### config.mk
export PLATFORM = sky130hd
export DESIGN_NAME = lsk_top
export DESIGN_NICKNAME = d
export VERILOG_FILES = /design/src/hw/lsk_pkg.sv /design/src/hw/lsk_top.sv /design/src/hw/lsk_sync2.sv /design/src/hw/lsk_seg_map.sv
export SDC_FILE = /design/constraint.sdc
export NUM_CORES = 1
export LEC_CHECK = 0
export BUFFER_PORTS_ARGS = -buffer_cell sky130_fd_sc_hd__buf_2
export CAP_MARGIN = 10
export CORE_MARGIN = 4
export CORE_UTILIZATION = 61
export CTS_BUF_LIST = sky130_fd_sc_hd__clkbuf_4
export DETAILED_ROUTE_END_ITERATION = 8
export GPL_ROUTABILITY_DRIVEN = 0
export HOLD_SLACK_MARGIN = 0.12
export PLACE_DENSITY = 0.83
export SETUP_SLACK_MARGIN = 0.2
export SYNTH_ARGS = -nofsm -noshare
export SYNTH_HDL_FRONTEND = slang
export SYNTH_SLANG_ARGS = --single-unit
export TNS_END_PERCENT = 30
### constraint.sdc
create_clock -name sys_clk_i -period 25.3 [get_ports sys_clk_i]
set_input_delay 5.06 -clock sys_clk_i [delete_from_list [all_inputs] [get_ports sys_clk_i]]
set_output_delay 5.06 -clock sys_clk_i [all_outputs]
set_load 0.03 [all_outputs]
### src/hw/lsk_pkg.sv
package lsk_pkg;
	// apb register map
	localparam logic [7:0] OFF_CTRL        = 8'h00;
	localparam logic [7:0] OFF_STATUS      = 8'h04;
	localparam logic [7:0] OFF_KEY         = 8'h08;
	localparam logic [7:0] OFF_IRQ_STAT    = 8'h0c;
	localparam logic [7:0] OFF_IRQ_MASK    = 8'h10;
	localparam logic [7:0] OFF_DISP_COMMIT = 8'h14;
	localparam logic [7:0] OFF_DISP_BASE   = 8'h20;
	localparam int         DISP_WORDS      = 6;
	localparam int         DISP_BITS       = 164;
	localparam int         SEG_NUM         = 42;
	localparam int         COMMONS         = 4;
	localparam int         KEY_BITS        = 30;
	localparam int         KEY_COLS        = 5;
	// control register fields
	localparam int         CTRL_OSC_BIT    = 0;
	localparam int         CTRL_DUTY_BIT   = 1;
	localparam int         CTRL_RSG_LO_BIT = 2;
	localparam int         CTRL_RSG_HI_BIT = 3;
	localparam int         CTRL_SLEEP_BIT  = 4;
	localparam int         CTRL_W          = 5;
	localparam logic [4:0] CTRL_RESET      = 5'h00;
	// interrupt fields
	localparam int         IRQ_REQ_BIT     = 0;
	localparam int         IRQ_DONE_BIT    = 1;
	localparam int         IRQ_W           = 2;
	localparam logic [1:0] IRQ_MASK_RESET  = 2'h0;
	// serial link
	localparam logic [7:0] KEY_READ_ADDR   = 8'h43;
	localparam int         ADDR_BITS       = 8;
	localparam int         OUT_BITS        = 31;
	localparam int         SYNC_STAGES     = 2;
	typedef enum logic [1:0] {
		LNK_IDLE = 2'b00,
		LNK_ADDR = 2'b01,
		LNK_OUT  = 2'b11
	} lsk_link_state_type;
endpackage

### src/hw/lsk_top.sv
// Our own choices: the APB register port and the placing of the registers.
`timescale 1ns/1ns
//////////////////////////////////////////////////////////////////////////////
module lsk_top
	import lsk_pkg::*;
(
	input  wire logic                          sys_clk_i,         // 100 mhz clock
	input  wire logic                          rst_i,             // async reset, high
	input  wire logic                          psel_i,            // apb select
	input  wire logic                          penable_i,         // apb enable
	input  wire logic                          pwrite_i,          // apb direction
	input  wire logic [7:0]                    paddr_i,           // apb byte address
	input  wire logic [31:0]                   pwdata_i,          // apb write data
	output logic      [31:0]                   prdata_o,          // apb read data
	output logic                               pready_o,          // apb ready
	output logic                               pslverr_o,         // apb error
	output logic                               irq_o,             // level interrupt
	input  wire logic                          key_scan_valid_i,  // scan engine confirms keys
	input  wire logic [lsk_pkg::KEY_BITS-1:0]  key_scan_data_i,   // confirmed key matrix
	input  wire logic                          chip_enable_i,     // link enable pin
	input  wire logic                          serial_clock_pin_i,   // link clock pin
	input  wire logic                          serial_data_in_pin_i, // link data pin
	output logic                               do_o,              // data-out level, always 0
	output logic                               do_oe_o,           // data-out pulled low
	output logic      [lsk_pkg::SEG_NUM*lsk_pkg::COMMONS-1:0] seg_o, // segment/common bits
	output logic                               com4_active_o,     // shared pin is common four
	output logic                               osc_rc_en_o,       // oscillator pin rc mode
	output logic                               osc_ext_en_o,      // oscillator pin ext clock
	output logic                               sleep_select_o,    // sleep mode selected
	output logic                               key_read_req_o     // read request pending
);
	//////////////////////////////////////////////////////////////////////////
	logic [CTRL_W-1:0]        ctrl_reg, ctrl_next;
	logic [IRQ_W-1:0]         irq_stat_reg, irq_stat_next;
	logic [IRQ_W-1:0]         irq_mask_reg, irq_mask_next;
	logic [31:0]              disp_shadow_reg [DISP_WORDS];
	logic [31:0]              disp_shadow_next [DISP_WORDS];
	logic [DISP_BITS-1:0]     disp_active_reg, disp_active_next;
	logic [31:0]              prdata_reg, prdata_next;
	logic                     pslverr_reg, pslverr_next;
	logic                     commit_pulse;
	logic                     wr_en, rd_setup;
	logic [DISP_BITS-1:0]     shadow_flat;
	logic [SEG_NUM*COMMONS-1:0] seg_map, seg_reg;

	logic [KEY_BITS-1:0]      key_reg, key_next;
	logic                     sleep_ack_reg, sleep_ack_next;
	logic                     key_req_reg, key_req_next;
	logic [KEY_BITS-1:0]      key_masked;
	logic [1:0]               reassign_code;

	lsk_link_state_type       lnk_state_reg, lnk_state_next;
	logic [ADDR_BITS-1:0]     addr_reg, addr_next;
	logic [3:0]               addr_cnt_reg, addr_cnt_next;
	logic [4:0]               out_idx_reg, out_idx_next;
	logic                     rise_seen_reg, rise_seen_next;
	logic                     do_oe_reg, do_oe_next;
	logic                     read_done;
	logic                     ce_s, lclk_s, ldat_s;
	logic                     ce_d_reg, lclk_d_reg;
	logic                     ce_rise, ce_fall, lclk_rise, lclk_fall;
	logic [OUT_BITS-1:0]      out_vec;

	//////////////////////////////////////////////////////////////////////////
	// link pins cross into the system clock
	lsk_sync2 #(.STAGES(SYNC_STAGES)) u_sync_ce (
		.sys_clk_i (sys_clk_i),
		.rst_i     (rst_i),
		.d_i       (chip_enable_i),
		.q_o       (ce_s)
	);
	lsk_sync2 #(.STAGES(SYNC_STAGES)) u_sync_lclk (
		.sys_clk_i (sys_clk_i),
		.rst_i     (rst_i),
		.d_i       (serial_clock_pin_i),
		.q_o       (lclk_s)
	);
	lsk_sync2 #(.STAGES(SYNC_STAGES)) u_sync_ldat (
		.sys_clk_i (sys_clk_i),
		.rst_i     (rst_i),
		.d_i       (serial_data_in_pin_i),
		.q_o       (ldat_s)
	);

	always_ff @(posedge sys_clk_i or posedge rst_i) begin
		if (rst_i) begin
			ce_d_reg <= 1'b0;
			lclk_d_reg <= 1'b0;
		end else begin
			ce_d_reg <= ce_s;
			lclk_d_reg <= lclk_s;
		end
	end

	assign ce_rise = ce_s & ~ce_d_reg;
	assign ce_fall = ~ce_s & ce_d_reg;
	assign lclk_rise = lclk_s & ~lclk_d_reg;
	assign lclk_fall = ~lclk_s & lclk_d_reg;

	//////////////////////////////////////////////////////////////////////////
	// apb slave, zero wait states, read data prepared in the setup cycle
	assign wr_en    = psel_i & penable_i & pwrite_i;
	assign rd_setup = psel_i & ~penable_i & ~pwrite_i;

	always_comb begin
		logic hit;
		hit           = 1'b1;
		commit_pulse  = 1'b0;
		ctrl_next     = ctrl_reg;
		irq_mask_next = irq_mask_reg;
		prdata_next   = prdata_reg;
		pslverr_next  = 1'b0;
		disp_shadow_next = disp_shadow_reg;
		if (paddr_i == OFF_CTRL) begin
			prdata_next = {27'h0, ctrl_reg};
			// mode write takes effect at once
			if (wr_en) begin
				ctrl_next = pwdata_i[CTRL_W-1:0];
			end
		end else if (paddr_i == OFF_STATUS) begin
			prdata_next = {26'h0, lnk_state_reg, rise_seen_reg, do_oe_reg,
				sleep_ack_reg, key_req_reg};
		end else if (paddr_i == OFF_KEY) begin
			prdata_next = {1'b0, sleep_ack_reg, key_reg};
		end else if (paddr_i == OFF_IRQ_STAT) begin
			prdata_next = {30'h0, irq_stat_reg};
		end else if (paddr_i == OFF_IRQ_MASK) begin
			prdata_next = {30'h0, irq_mask_reg};
			if (wr_en) begin
				irq_mask_next = pwdata_i[IRQ_W-1:0];
			end
		end else if (paddr_i == OFF_DISP_COMMIT) begin
			prdata_next  = 32'h0;
			commit_pulse = wr_en & pwdata_i[0];
		end else if (paddr_i >= OFF_DISP_BASE && paddr_i < OFF_DISP_BASE + 8'h18
			&& paddr_i[1:0] == 2'h0) begin
			prdata_next = disp_shadow_reg[3'(paddr_i[4:2])];
			if (wr_en) begin
				disp_shadow_next[3'(paddr_i[4:2])] = pwdata_i;
			end
		end else begin
			hit         = 1'b0;
			prdata_next = 32'h0;
		end
		if (!rd_setup) begin
			prdata_next = prdata_reg;
		end
		pslverr_next = psel_i & ~penable_i & ~hit;
	end

	for (genvar w = 0; w < DISP_WORDS; w++) begin : g_flat
		if (w < DISP_WORDS - 1) begin : g_full
			assign shadow_flat[32*w+31:32*w] = disp_shadow_reg[w];
		end else begin : g_tail
			assign shadow_flat[DISP_BITS-1:32*w] = disp_shadow_reg[w][DISP_BITS-32*w-1:0];
		end
	end

	// active bits swap only on commit
	assign disp_active_next = commit_pulse ? shadow_flat : disp_active_reg;

	always_ff @(posedge sys_clk_i or posedge rst_i) begin
		if (rst_i) begin
			ctrl_reg        <= CTRL_RESET;
			irq_mask_reg    <= IRQ_MASK_RESET;
			prdata_reg      <= 32'h0;
			pslverr_reg     <= 1'b0;
			disp_active_reg <= '0;
			disp_shadow_reg <= '{default: 32'h0};
		end else begin
			ctrl_reg        <= ctrl_next;
			irq_mask_reg    <= irq_mask_next;
			prdata_reg      <= prdata_next;
			pslverr_reg     <= pslverr_next;
			disp_active_reg <= disp_active_next;
			disp_shadow_reg <= disp_shadow_next;
		end
	end

	assign prdata_o  = prdata_reg;
	assign pready_o  = 1'b1;
	assign pslverr_o = pslverr_reg & psel_i & penable_i;

	//////////////////////////////////////////////////////////////////////////
	// segment mapping, registered so pins never see a partial update
	lsk_seg_map u_seg_map (
		.disp_i  (disp_active_reg),
		.duty3_i (ctrl_reg[CTRL_DUTY_BIT]),
		.seg_o   (seg_map)
	);

	always_ff @(posedge sys_clk_i or posedge rst_i) begin
		if (rst_i) begin
			seg_reg <= '0;
		end else begin
			seg_reg <= seg_map;
		end
	end

	assign seg_o          = seg_reg;
	assign com4_active_o  = ~ctrl_reg[CTRL_DUTY_BIT];
	assign osc_rc_en_o    = ~ctrl_reg[CTRL_OSC_BIT];
	assign osc_ext_en_o   = ctrl_reg[CTRL_OSC_BIT];
	assign sleep_select_o = ctrl_reg[CTRL_SLEEP_BIT];

	//////////////////////////////////////////////////////////////////////////
	// key capture; a held request ignores newer scans
	assign reassign_code = {ctrl_reg[CTRL_RSG_LO_BIT], ctrl_reg[CTRL_RSG_HI_BIT]};

	always_comb begin
		key_masked = key_scan_data_i;
		// rows given to segments read zero
		for (int b = 0; b < KEY_BITS; b++) begin
			if (b < KEY_COLS * int'(reassign_code)) begin
				key_masked[b] = 1'b0;
			end
		end
	end

	always_comb begin
		key_next       = key_reg;
		sleep_ack_next = sleep_ack_reg;
		key_req_next   = key_req_reg;
		// capture only when no request is held
		if (key_scan_valid_i && !key_req_reg) begin
			// matrix bit order from scan engine
			key_next       = key_masked;
			sleep_ack_next = ctrl_reg[CTRL_SLEEP_BIT];
			key_req_next   = 1'b1;
		end else if (read_done) begin
			key_req_next = 1'b0;
		end
	end

	always_ff @(posedge sys_clk_i or posedge rst_i) begin
		if (rst_i) begin
			key_reg       <= '0;
			sleep_ack_reg <= 1'b0;
			key_req_reg   <= 1'b0;
		end else begin
			key_reg       <= key_next;
			sleep_ack_reg <= sleep_ack_next;
			key_req_reg   <= key_req_next;
		end
	end

	assign key_read_req_o = key_req_reg;

	//////////////////////////////////////////////////////////////////////////
	// serial link: address while enable low, key word while enable high
	assign out_vec   = {sleep_ack_reg, key_reg};
	assign read_done = ce_fall & (lnk_state_reg == LNK_OUT);

	always_comb begin
		lnk_state_next = lnk_state_reg;
		addr_next      = addr_reg;
		addr_cnt_next  = addr_cnt_reg;
		out_idx_next   = out_idx_reg;
		rise_seen_next = rise_seen_reg;
		case (lnk_state_reg)
			LNK_IDLE: begin
				// enable idles low, so a low level arms address capture
				if (!ce_s) begin
					lnk_state_next = LNK_ADDR;
					addr_cnt_next  = 4'h0;
				end
			end
			LNK_ADDR: begin
				// last eight bits before enable rises form the address
				if (lclk_rise) begin
					addr_next = {ldat_s, addr_reg[ADDR_BITS-1:1]};
					if (addr_cnt_reg < 4'(ADDR_BITS)) begin
						addr_cnt_next = addr_cnt_reg + 4'h1;
					end
				end
				if (ce_rise) begin
					out_idx_next   = 5'h0;
					rise_seen_next = 1'b0;
					if (addr_cnt_reg == 4'(ADDR_BITS) && addr_reg == KEY_READ_ADDR) begin
						lnk_state_next = LNK_OUT;
					end else begin
						lnk_state_next = LNK_IDLE;
					end
				end
			end
			LNK_OUT: begin
				// a falling edge counts only after a rising one
				if (lclk_rise) begin
					rise_seen_next = 1'b1;
				end else if (lclk_fall && rise_seen_reg) begin
					rise_seen_next = 1'b0;
					if (out_idx_reg < 5'(OUT_BITS)) begin
						out_idx_next = out_idx_reg + 5'h1;
					end
				end
				if (ce_fall) begin
					lnk_state_next = LNK_ADDR;
					addr_cnt_next  = 4'h0;
				end
			end
			default: begin
				lnk_state_next = LNK_IDLE;
			end
		endcase
	end

	always_comb begin
		if (lnk_state_next == LNK_OUT) begin
			do_oe_next = (out_idx_next < 5'(OUT_BITS)) ? ~out_vec[out_idx_next] : 1'b0;
		end else begin
			// request low only while enable low
			do_oe_next = key_req_next & ~ce_s;
		end
	end

	always_ff @(posedge sys_clk_i or posedge rst_i) begin
		if (rst_i) begin
			lnk_state_reg <= LNK_IDLE;
			addr_reg      <= '0;
			addr_cnt_reg  <= 4'h0;
			out_idx_reg   <= 5'h0;
			rise_seen_reg <= 1'b0;
			do_oe_reg     <= 1'b0;
		end else begin
			lnk_state_reg <= lnk_state_next;
			addr_reg      <= addr_next;
			addr_cnt_reg  <= addr_cnt_next;
			out_idx_reg   <= out_idx_next;
			rise_seen_reg <= rise_seen_next;
			do_oe_reg     <= do_oe_next;
		end
	end

	assign do_o    = 1'b0;
	assign do_oe_o = do_oe_reg;

	//////////////////////////////////////////////////////////////////////////
	// interrupts: set beats a same-cycle write-one clear
	always_comb begin
		irq_stat_next = irq_stat_reg;
		if (wr_en && paddr_i == OFF_IRQ_STAT) begin
			irq_stat_next = irq_stat_reg & ~pwdata_i[IRQ_W-1:0];
		end
		if (key_req_next && !key_req_reg) begin
			irq_stat_next[IRQ_REQ_BIT] = 1'b1;
		end
		if (read_done) begin
			irq_stat_next[IRQ_DONE_BIT] = 1'b1;
		end
	end

	always_ff @(posedge sys_clk_i or posedge rst_i) begin
		if (rst_i) begin
			irq_stat_reg <= '0;
		end else begin
			irq_stat_reg <= irq_stat_next;
		end
	end

	assign irq_o = |(irq_stat_reg & irq_mask_reg);

	//////////////////////////////////////////////////////////////////////////
	property p_osc_pin;
		@(posedge sys_clk_i) disable iff (rst_i)
		osc_rc_en_o == !ctrl_reg[CTRL_OSC_BIT] && osc_ext_en_o == ctrl_reg[CTRL_OSC_BIT];
	endproperty
	a_osc_pin: assert property (p_osc_pin) else $error("oscillator pin mode wrong");

	property p_seg39_dark;
		@(posedge sys_clk_i) disable iff (rst_i)
		!ctrl_reg[CTRL_DUTY_BIT] && $stable(ctrl_reg) |=> seg_o[155:152] == 4'h0;
	endproperty
	a_seg39_dark: assert property (p_seg39_dark) else $error("segment 39 driven");

	property p_com4_role;
		@(posedge sys_clk_i) disable iff (rst_i)
		com4_active_o != ctrl_reg[CTRL_DUTY_BIT];
	endproperty
	a_com4_role: assert property (p_com4_role) else $error("shared pin role wrong");

	property p_disp_hold;
		@(posedge sys_clk_i) disable iff (rst_i)
		!$past(commit_pulse) |-> $stable(disp_active_reg);
	endproperty
	a_disp_hold: assert property (p_disp_hold) else $error("display changed early");

	property p_key_stable;
		@(posedge sys_clk_i) disable iff (rst_i)
		key_req_reg && $past(key_req_reg) |-> $stable(key_reg) && $stable(sleep_ack_reg);
	endproperty
	a_key_stable: assert property (p_key_stable) else $error("key word moved");

	property p_sleep_ack;
		@(posedge sys_clk_i) disable iff (rst_i)
		$rose(key_req_reg) |-> sleep_ack_reg == $past(ctrl_reg[CTRL_SLEEP_BIT]);
	endproperty
	a_sleep_ack: assert property (p_sleep_ack) else $error("sleep bit not captured");

	property p_rows_zero;
		@(posedge sys_clk_i) disable iff (rst_i)
		$rose(key_req_reg) && $past(reassign_code) == 2'h2 |-> key_reg[9:0] == 10'h000;
	endproperty
	a_rows_zero: assert property (p_rows_zero) else $error("reassigned rows not zero");

	property p_key_bits;
		@(posedge sys_clk_i) disable iff (rst_i)
		$rose(key_req_reg) |-> key_reg[29:15] == $past(key_scan_data_i[29:15]);
	endproperty
	a_key_bits: assert property (p_key_bits) else $error("key bits misplaced");

	property p_out_addr;
		@(posedge sys_clk_i) disable iff (rst_i)
		lnk_state_reg == LNK_OUT && $past(lnk_state_reg) != LNK_OUT
			|-> $past(addr_reg) == KEY_READ_ADDR;
	endproperty
	a_out_addr: assert property (p_out_addr) else $error("read without address");

	property p_ce_release;
		@(posedge sys_clk_i) disable iff (rst_i)
		ce_s && lnk_state_reg != LNK_OUT ##1 lnk_state_reg != LNK_OUT |-> !do_oe_reg;
	endproperty
	a_ce_release: assert property (p_ce_release) else $error("data-out low under enable");

	property p_req_low;
		@(posedge sys_clk_i) disable iff (rst_i)
		key_req_reg && !ce_s && lnk_state_reg == LNK_ADDR ##1 key_req_reg && !ce_s
			&& lnk_state_reg == LNK_ADDR |-> do_oe_reg;
	endproperty
	a_req_low: assert property (p_req_low) else $error("request not on data-out");
endmodule

### src/hw/lsk_sync2.sv
`timescale 1ns/1ns
module lsk_sync2 #(
	parameter int STAGES = 2
) (
	input  wire logic sys_clk_i, // system clock
	input  wire logic rst_i,     // async reset, high
	input  wire logic d_i,       // asynchronous level
	output logic      q_o        // synchronised level
);
	logic [STAGES-1:0] sync_reg;

	// first stage feeds only the second
	always_ff @(posedge sys_clk_i or posedge rst_i) begin
		if (rst_i) begin
			sync_reg <= '0;
		end else begin
			sync_reg <= {sync_reg[STAGES-2:0], d_i};
		end
	end

	assign q_o = sync_reg[STAGES-1];
endmodule

### src/hw/lsk_seg_map.sv
`timescale 1ns/1ns
module lsk_seg_map
	import lsk_pkg::*;
(
	input  wire logic [lsk_pkg::DISP_BITS-1:0]         disp_i,  // committed display bits
	input  wire logic                                  duty3_i, // 1: three commons
	output logic      [lsk_pkg::SEG_NUM*lsk_pkg::COMMONS-1:0] seg_o // 4 bits per segment
);
	for (genvar i = 0; i < SEG_NUM; i++) begin : g_seg
		for (genvar c = 0; c < COMMONS; c++) begin : g_com
			logic four_bit;
			if (i < 38) begin : g_lo
				assign four_bit = disp_i[4*i+c];
			end else if (i == 38) begin : g_c4
				assign four_bit = 1'b0;
			end else begin : g_hi
				assign four_bit = disp_i[152+4*(i-39)+c];
			end
			if (c < 3) begin : g_three
				assign seg_o[4*i+c] = duty3_i ? disp_i[3*i+c] : four_bit;
			end else begin : g_nothree
				assign seg_o[4*i+c] = duty3_i ? 1'b0 : four_bit;
			end
		end
	end
endmodule

==> impl_metrics.ini, run 1 <==
[run_status]
status = finished clean

[synthesis]
yosys_most_used_dff = sky130_fd_sc_hd__dfrtp_1
synth_top_cells_by_area = sky130_fd_sc_hd__dfrtp_1, sky130_fd_sc_hd__mux2_2, sky130_fd_sc_hd__mux2_1
seq_area_frac_synth = 0.6140
synthMostInstantiatedCell = sky130_fd_sc_hd__dfrtp_1
number_of_enable_type_register_cells_in_the_synthesized_netlist = 0
async_set_or_reset_flop_fraction_in_the_synthesized_netlist = 1.000
area_share_of_the_largest_cell_type_after_synthesis = 0.6140
synth.ff_latch_count = 626
post_synth_inst_count = 1702
synth_largest_area_cell = sky130_fd_sc_hd__dfrtp_1
ys.warnings.count = 0
post_synth_num_cell_types = 62
netlist_top_cells_count = sky130_fd_sc_hd__dfrtp_1, sky130_fd_sc_hd__mux2_2, sky130_fd_sc_hd__mux2_1, sky130_fd_sc_hd__mux2i_1, sky130_fd_sc_hd__nor2b_1
synth.cell_area_um2 = 25510
synth_area_per_cell_um2 = 14.99

[route]
drtIter0Drc = 1320
firstDrtPassIters = 6
routed_wirelength_mm = 67.06
routed_wire_length_per_instance_um = 24.75
detail-route-antenna-nets = 0
via_count = 16200
avgViaCountPerCell = 5.980
drc = 0

[setup_path]
cp.arrival_ns = 5.52
worstPathRequired_ns = 20.24
critPathKind = in -> out
worstPathMaxFanout = 5
cp-start-kind = primary input
critical_path.endpoint_type = output pin
rrSetupSlack_ns = 22.22
reg2regPathDepth = 7
timing.rr.start = lnk_state_reg[0]
cp_startpoint = psel_i

[global_routing]
grt_util_all_layers = 0.3015
global_route.overflow_total = 0
grt_pass1_wl_mm = 102.9
grt_antenna_before_repair = 11
grt_start_max_net_pins = 189
first_global_vias = 17390

[cells_and_area]
nNetsFinal = 2149
postLayoutCoreUtil = 0.7118
postLayoutCellArea_um2 = 29260
largest_reg_flops = 192
fraction_of_final_layout_cells_with_drive_strength_greater_than_1 = 0.4786
flow.area_growth_from_synthesis_pct = 14.70

[clock_network]
cts_num_sinks = 626
clock_path_buffers = 3
cts_htree_levels = 4
post_cts_hold_buffer_count = 0
clock_insertion_delay_worst_skew_ns = 0.90
cts_resized = 0
worst_setup_hold_path_clk_slew_ns = 0.07
tritoncts = yes
cts_inserted_buffers = 156
cts-root-buf = sky130_fd_sc_hd__clkbuf_4
cts_setup_buffers = 0

[floorplan]
dieHeight_um = 212.5
initial_utilization = 0.6206
die_x_um = 212.5
design.core.area_um2 = 41110
top_level_ports = 289
fp.dieArea_um2 = 45160
num_rows = 74

[placed_design]
place_ws_ns = 14.72
port_buffers = 285
placed_area_um2 = 27280
hpwlAfterDp_mm = 44.20

[sta]
tns_ns = 0
period_needed_ns = 10.58
finalSetupViolations = 0
timing.clock.skew_ns = 0.03846
grt_setup_unrepaired = no
finalCritPeriodShare = 0.4181
final_max_slew_viol_count = 0
max_slew_margin = 0.2817
worstMarginPinSlew_ns = 1.077
final_setup_margin_ns = 14.72
max_clock_freq_mhz = 94.53
final-hold-violation-count = 0

[power_and_ir_drop]
irDropWorstVdd_v = 0.00004430
cellPowerDensity_nw_per_um2 = 68.33
leakage_nw = 15.19

[hold_path]
min_path_cells = 0
min-delay-start = u_sync_ldat.sync_reg[0]
holdCritPathClass = reg -> reg

[flow_run]
max_cap_viol_count = 0
cell type report:
class | count | area [µm²]
fill | 2752 | 11850
tap | 532 | 665.6
timing repair buffer | 308 | 1627
multi-input combinational | 935 | 9161
inverter | 40 | 157.7
sequential | 626 | 15670
clock buffer | 218 | 1637
antenna | 6 | 15.01
clock inverter | 44 | 331.6
kinds of logic (layout without fill, tap and decap cells):
logic type / Yosys count / count (layout) / synth area share
flops: 626 / 626 / 0.6140
mux: 595 / 595 / 0.2743
simple gates: 174 / 174 / 0.03924
compound gates: 159 / 159 / 0.04223
buf+inv: 142 / 610 / 0.02810
fa+ha+maj: 3 / 3 / 0.001471
other cells: 2 / 9 / 0.0002944
xor+xnor: 1 / 1 / 0.0003434
routing by layer:
| layer | routed length, µm | GRT usage |
|---|---|---|
| met1 | 27250 | 0.4141 |
| met3 | 6034 | 0.08647 |
| met2 | 31790 | 0.4656 |
| met4 | 1950 | 0.1144 |
| met5 | 37 | 0 |
report_power, final:
| part | switching, W | total, W | leakage (nW) | internal (W) |
|---|---|---|---|---|
| sequential | 0.0000177 | 0.00104 | 8.59 | 0.00102 |
| combinational | 0.0000737 | 0.000110 | 5.46 | 0.0000359 |
| clock | 0.000401 | 0.000849 | 1.14 | 0.000448 |
cells in the final DEF, fill, tap and decap left out, types with 19 or more instances in the layout:
cell type / n
sky130_fd_sc_hd__a21oi_1: 37
sky130_fd_sc_hd__a22oi_1: 27
sky130_fd_sc_hd__buf_2: 284
sky130_fd_sc_hd__buf_4: 22
sky130_fd_sc_hd__clkbuf_4: 218
sky130_fd_sc_hd__clkinv_1: 29
sky130_fd_sc_hd__dfrtp_1: 625
sky130_fd_sc_hd__inv_1: 39
sky130_fd_sc_hd__mux2_1: 66
sky130_fd_sc_hd__mux2_2: 447
sky130_fd_sc_hd__mux2i_1: 50
sky130_fd_sc_hd__mux4_2: 32
sky130_fd_sc_hd__nand2_1: 28
sky130_fd_sc_hd__nor2_1: 39
sky130_fd_sc_hd__nor2b_1: 48
sky130_fd_sc_hd__o21ai_0: 19
sky130_fd_sc_hd__o22ai_1: 32
critical path, stage by stage:
cell and delay, ns:
sky130_fd_sc_hd__buf_2 0.12, sky130_fd_sc_hd__and3_1 0.15, sky130_fd_sc_hd__buf_2 0.19
final timing paths:
check,to
setup / recovery,pslverr_o
hold / removal,u_sync_ldat.sync_reg[1]
setup reg to reg,do_oe_o
hold reg to reg,u_sync_ldat.sync_reg[1]
max in group asynchronous,disp_shadow_reg[46]
min in group asynchronous,seg_o[99]
per-stage QoR:
stage	total power, W	instances	hold slack (ns)
CTS	0.002019	2703	0.3344
finish	0.002000	2709	0.3410
detailed placement	0.001169	2441	0.3418
global route	0.002085	2708	0.3527
global placement	0.001164	2441	0.3401
floorplan	0.001128	1703	0.3312
(Power assumes the default switching activity.)
==> run 2: changes to the inputs <==
--- a/config.mk
+++ b/config.mk
@@ -8,12 +8,12 @@
 export BUFFER_PORTS_ARGS = -buffer_cell sky130_fd_sc_hd__buf_2
 export CAP_MARGIN = 10
 export CORE_MARGIN = 4
-export CORE_UTILIZATION = 61
+export CORE_UTILIZATION = 55
 export CTS_BUF_LIST = sky130_fd_sc_hd__clkbuf_4
 export DETAILED_ROUTE_END_ITERATION = 8
 export GPL_ROUTABILITY_DRIVEN = 0
 export HOLD_SLACK_MARGIN = 0.12
-export PLACE_DENSITY = 0.83
+export PLACE_DENSITY = 0.79
 export SETUP_SLACK_MARGIN = 0.2
 export SYNTH_ARGS = -nofsm -noshare
 export SYNTH_HDL_FRONTEND = slang
==> constraint.sdc (replaced) <==
create_clock -name sys_clk_i -period 8.85 [get_ports sys_clk_i]
set_input_delay 1.77 -clock sys_clk_i [delete_from_list [all_inputs] [get_ports sys_clk_i]]
set_output_delay 1.77 -clock sys_clk_i [all_outputs]
set_load 0.03 [all_outputs]
==> run 2 against run 1 <==
Die area is 10% higher. Final cell count is 2.9% higher. Sequential power grew to 2.9 times the previous value. Wire length is 0.37% higher. Combinational power grew to 2.8 times the previous value. Via count is 1.2% lower. Utilization is 6.7 points lower. Final area is 0.35% higher. Critical path depth stayed put. Sequential share of layout area is 0.19 points lower. Largest power group unchanged.
==> impl_metrics.ini, run 2 (synthesis gave the netlist of run 1 again) <==
[sta]
final-hold-violation-count = 0
final_setup_margin_ns = 4.833
finalCritPeriodShare = 0.4539
final_max_slew_viol_count = 0
worstMarginPinSlew_ns = 1.250
max_slew_margin = 0.1668
tns_ns = 0
period_needed_ns = 4.017
finalSetupViolations = 0
timing.clock.skew_ns = 0.04859
max_clock_freq_mhz = 248.9
grt_setup_unrepaired = no

[floorplan]
design.core.area_um2 = 45580
dieHeight_um = 223.4
die_x_um = 223.4
initial_utilization = 0.5598
top_level_ports = 289
num_rows = 78
fp.dieArea_um2 = 49890

[placed_design]
placed_area_um2 = 27360
port_buffers = 285
place.detailed.instances = 2509
hpwlAfterDp_mm = 44.77
place_ws_ns = 4.335

[global_routing]
grt_antenna_before_repair = 8
grt_start_max_net_pins = 178
grt.busiest_layer = met2
grt_util_all_layers = 0.2738
first_global_vias = 17200
grt_pass1_wl_mm = 103.6
met2_usage = 0.4135
met3_layer_usage_reported_by_global_route = 0.09158
grt_util_met1 = 0.3764
global_route.overflow_total = 0

[setup_path]
critical_path.endpoint_type = output pin
cp.arrival_ns = 2.25
critPathKind = in -> out
worstPathRequired_ns = 7.08
worstPathMaxFanout = 5
cp-start-kind = primary input

[clock_network]
tritoncts = yes
post_cts_hold_buffer_count = 0
cts_setup_buffers = 0
clock_insertion_delay_worst_skew_ns = 1.00
worst_setup_hold_path_clk_slew_ns = 0.06
cts_resized = 0
clock_path_buffers = 3
cts_htree_levels = 4
cts-root-buf = sky130_fd_sc_hd__clkbuf_4
cts_num_sinks = 626
cts_inserted_buffers = 157

[route]
detail-route-antenna-nets = 0
avgViaCountPerCell = 5.742
routed_wirelength_mm = 67.31
drc = 0
via_count = 16010
firstDrtPassIters = 5
routed_wire_length_per_instance_um = 24.14
drtIter0Drc = 1513

[power_and_ir_drop]
cellPowerDensity_nw_per_um2 = 194.6
irDropWorstVdd_v = 0.0001162
leakage_nw = 15.19

[cells_and_area]
largest_reg_flops = 192
fraction_of_final_layout_cells_with_drive_strength_greater_than_1 = 0.4805
layout_commonest_cell = sky130_fd_sc_hd__dfrtp_1
flow.area_growth_from_synthesis_pct = 15.11
layout.cells.most_common_list = sky130_fd_sc_hd__dfrtp_1, sky130_fd_sc_hd__mux2_2, sky130_fd_sc_hd__buf_2
final_cell_count_no_fill = 2788
postLayoutCellArea_um2 = 29370
nNetsFinal = 2150

[flow_run]
max_cap_viol_count = 0

[hold_path]
holdCritPathClass = reg -> reg

[run_status]
status = finished clean
-- run 2: changes by cell type in the layout (fill, tap and decap cells not counted) --
cell and delta:
sky130_fd_sc_hd__clkbuf_4 +8, sky130_fd_sc_hd__clkinvlp_4 +4, sky130_fd_sc_hd__bufinv_16 -2, sky130_fd_sc_hd__clkinv_1 +2
sky130_fd_sc_hd__clkinv_4 -2, sky130_fd_sc_hd__inv_2 +2, sky130_fd_sc_hd__clkinv_2 +1, sky130_fd_sc_hd__diode_2 -1
sky130_fd_sc_hd__inv_8 -1
-- run 2: where the power goes --
part | internal (W) | switching [W] | total [W]
registers | 0.00293 | 0.0000553 | 0.00298
logic | 0.000101 | 0.000206 | 0.000308
clock network | 0.00126 | 0.00116 | 0.00243
total | 0.00429 | 0.00143 | 0.00571
-- run 2: through the flow --
stage / hold slack, ns / power (W) / util
2_1_floorplan: 0.3312 / 0.003226 / -
3_3_place_gp: 0.3459 / 0.003330 / 0.6003
3_5_place_dp: 0.3502 / 0.003343 / 0.6003
4_1_cts: 0.3498 / 0.005784 / 0.6441
5_1_grt: 0.3629 / 0.005990 / 0.6443
6_report: 0.3571 / 0.005715 / 0.6443
-- run 2: area by class of cell --
cell class / instances / area, µm²
antenna: 5 / 12.51
clock buffer: 226 / 1697
clock inverter: 48 / 296.5
fill: 3317 / 16210
inverter: 40 / 153.9
multi-input combinational: 935 / 9161
sequential: 626 / 15670
tap: 600 / 750.7
timing repair buffer: 308 / 1627
-- run 2: layer usage --
layer / vias up / routed length, µm
li1: 6932 / -
met1: 8226 / 28250
met2: 710 / 31170
met3: 132 / 5931
met4: 10 / 1892
met5: - / 69
-- run 2: final timing paths --
path | startpoint | to | slack [ns] | cells past startpoint
min in group asynchronous | rst_i | key_reg[3] | 1.09 | 3
max reg2reg | lnk_state_reg[0] | do_oe_o | 5.61 | 7
min reg2reg | u_sync_lclk.sync_reg[0] | u_sync_lclk.sync_reg[1] | 0.36 | 0
min | u_sync_lclk.sync_reg[0] | u_sync_lclk.sync_reg[1] | 0.36 | 0
max | psel_i | pslverr_o | 4.83 | 3
max in group asynchronous | rst_i | seg_o[159] | 5.99 | 4
-- run 2: critical path, cell delays in order --
cell                     delay, ns
sky130_fd_sc_hd__buf_2        0.13
sky130_fd_sc_hd__and3_1       0.15
sky130_fd_sc_hd__buf_2        0.19
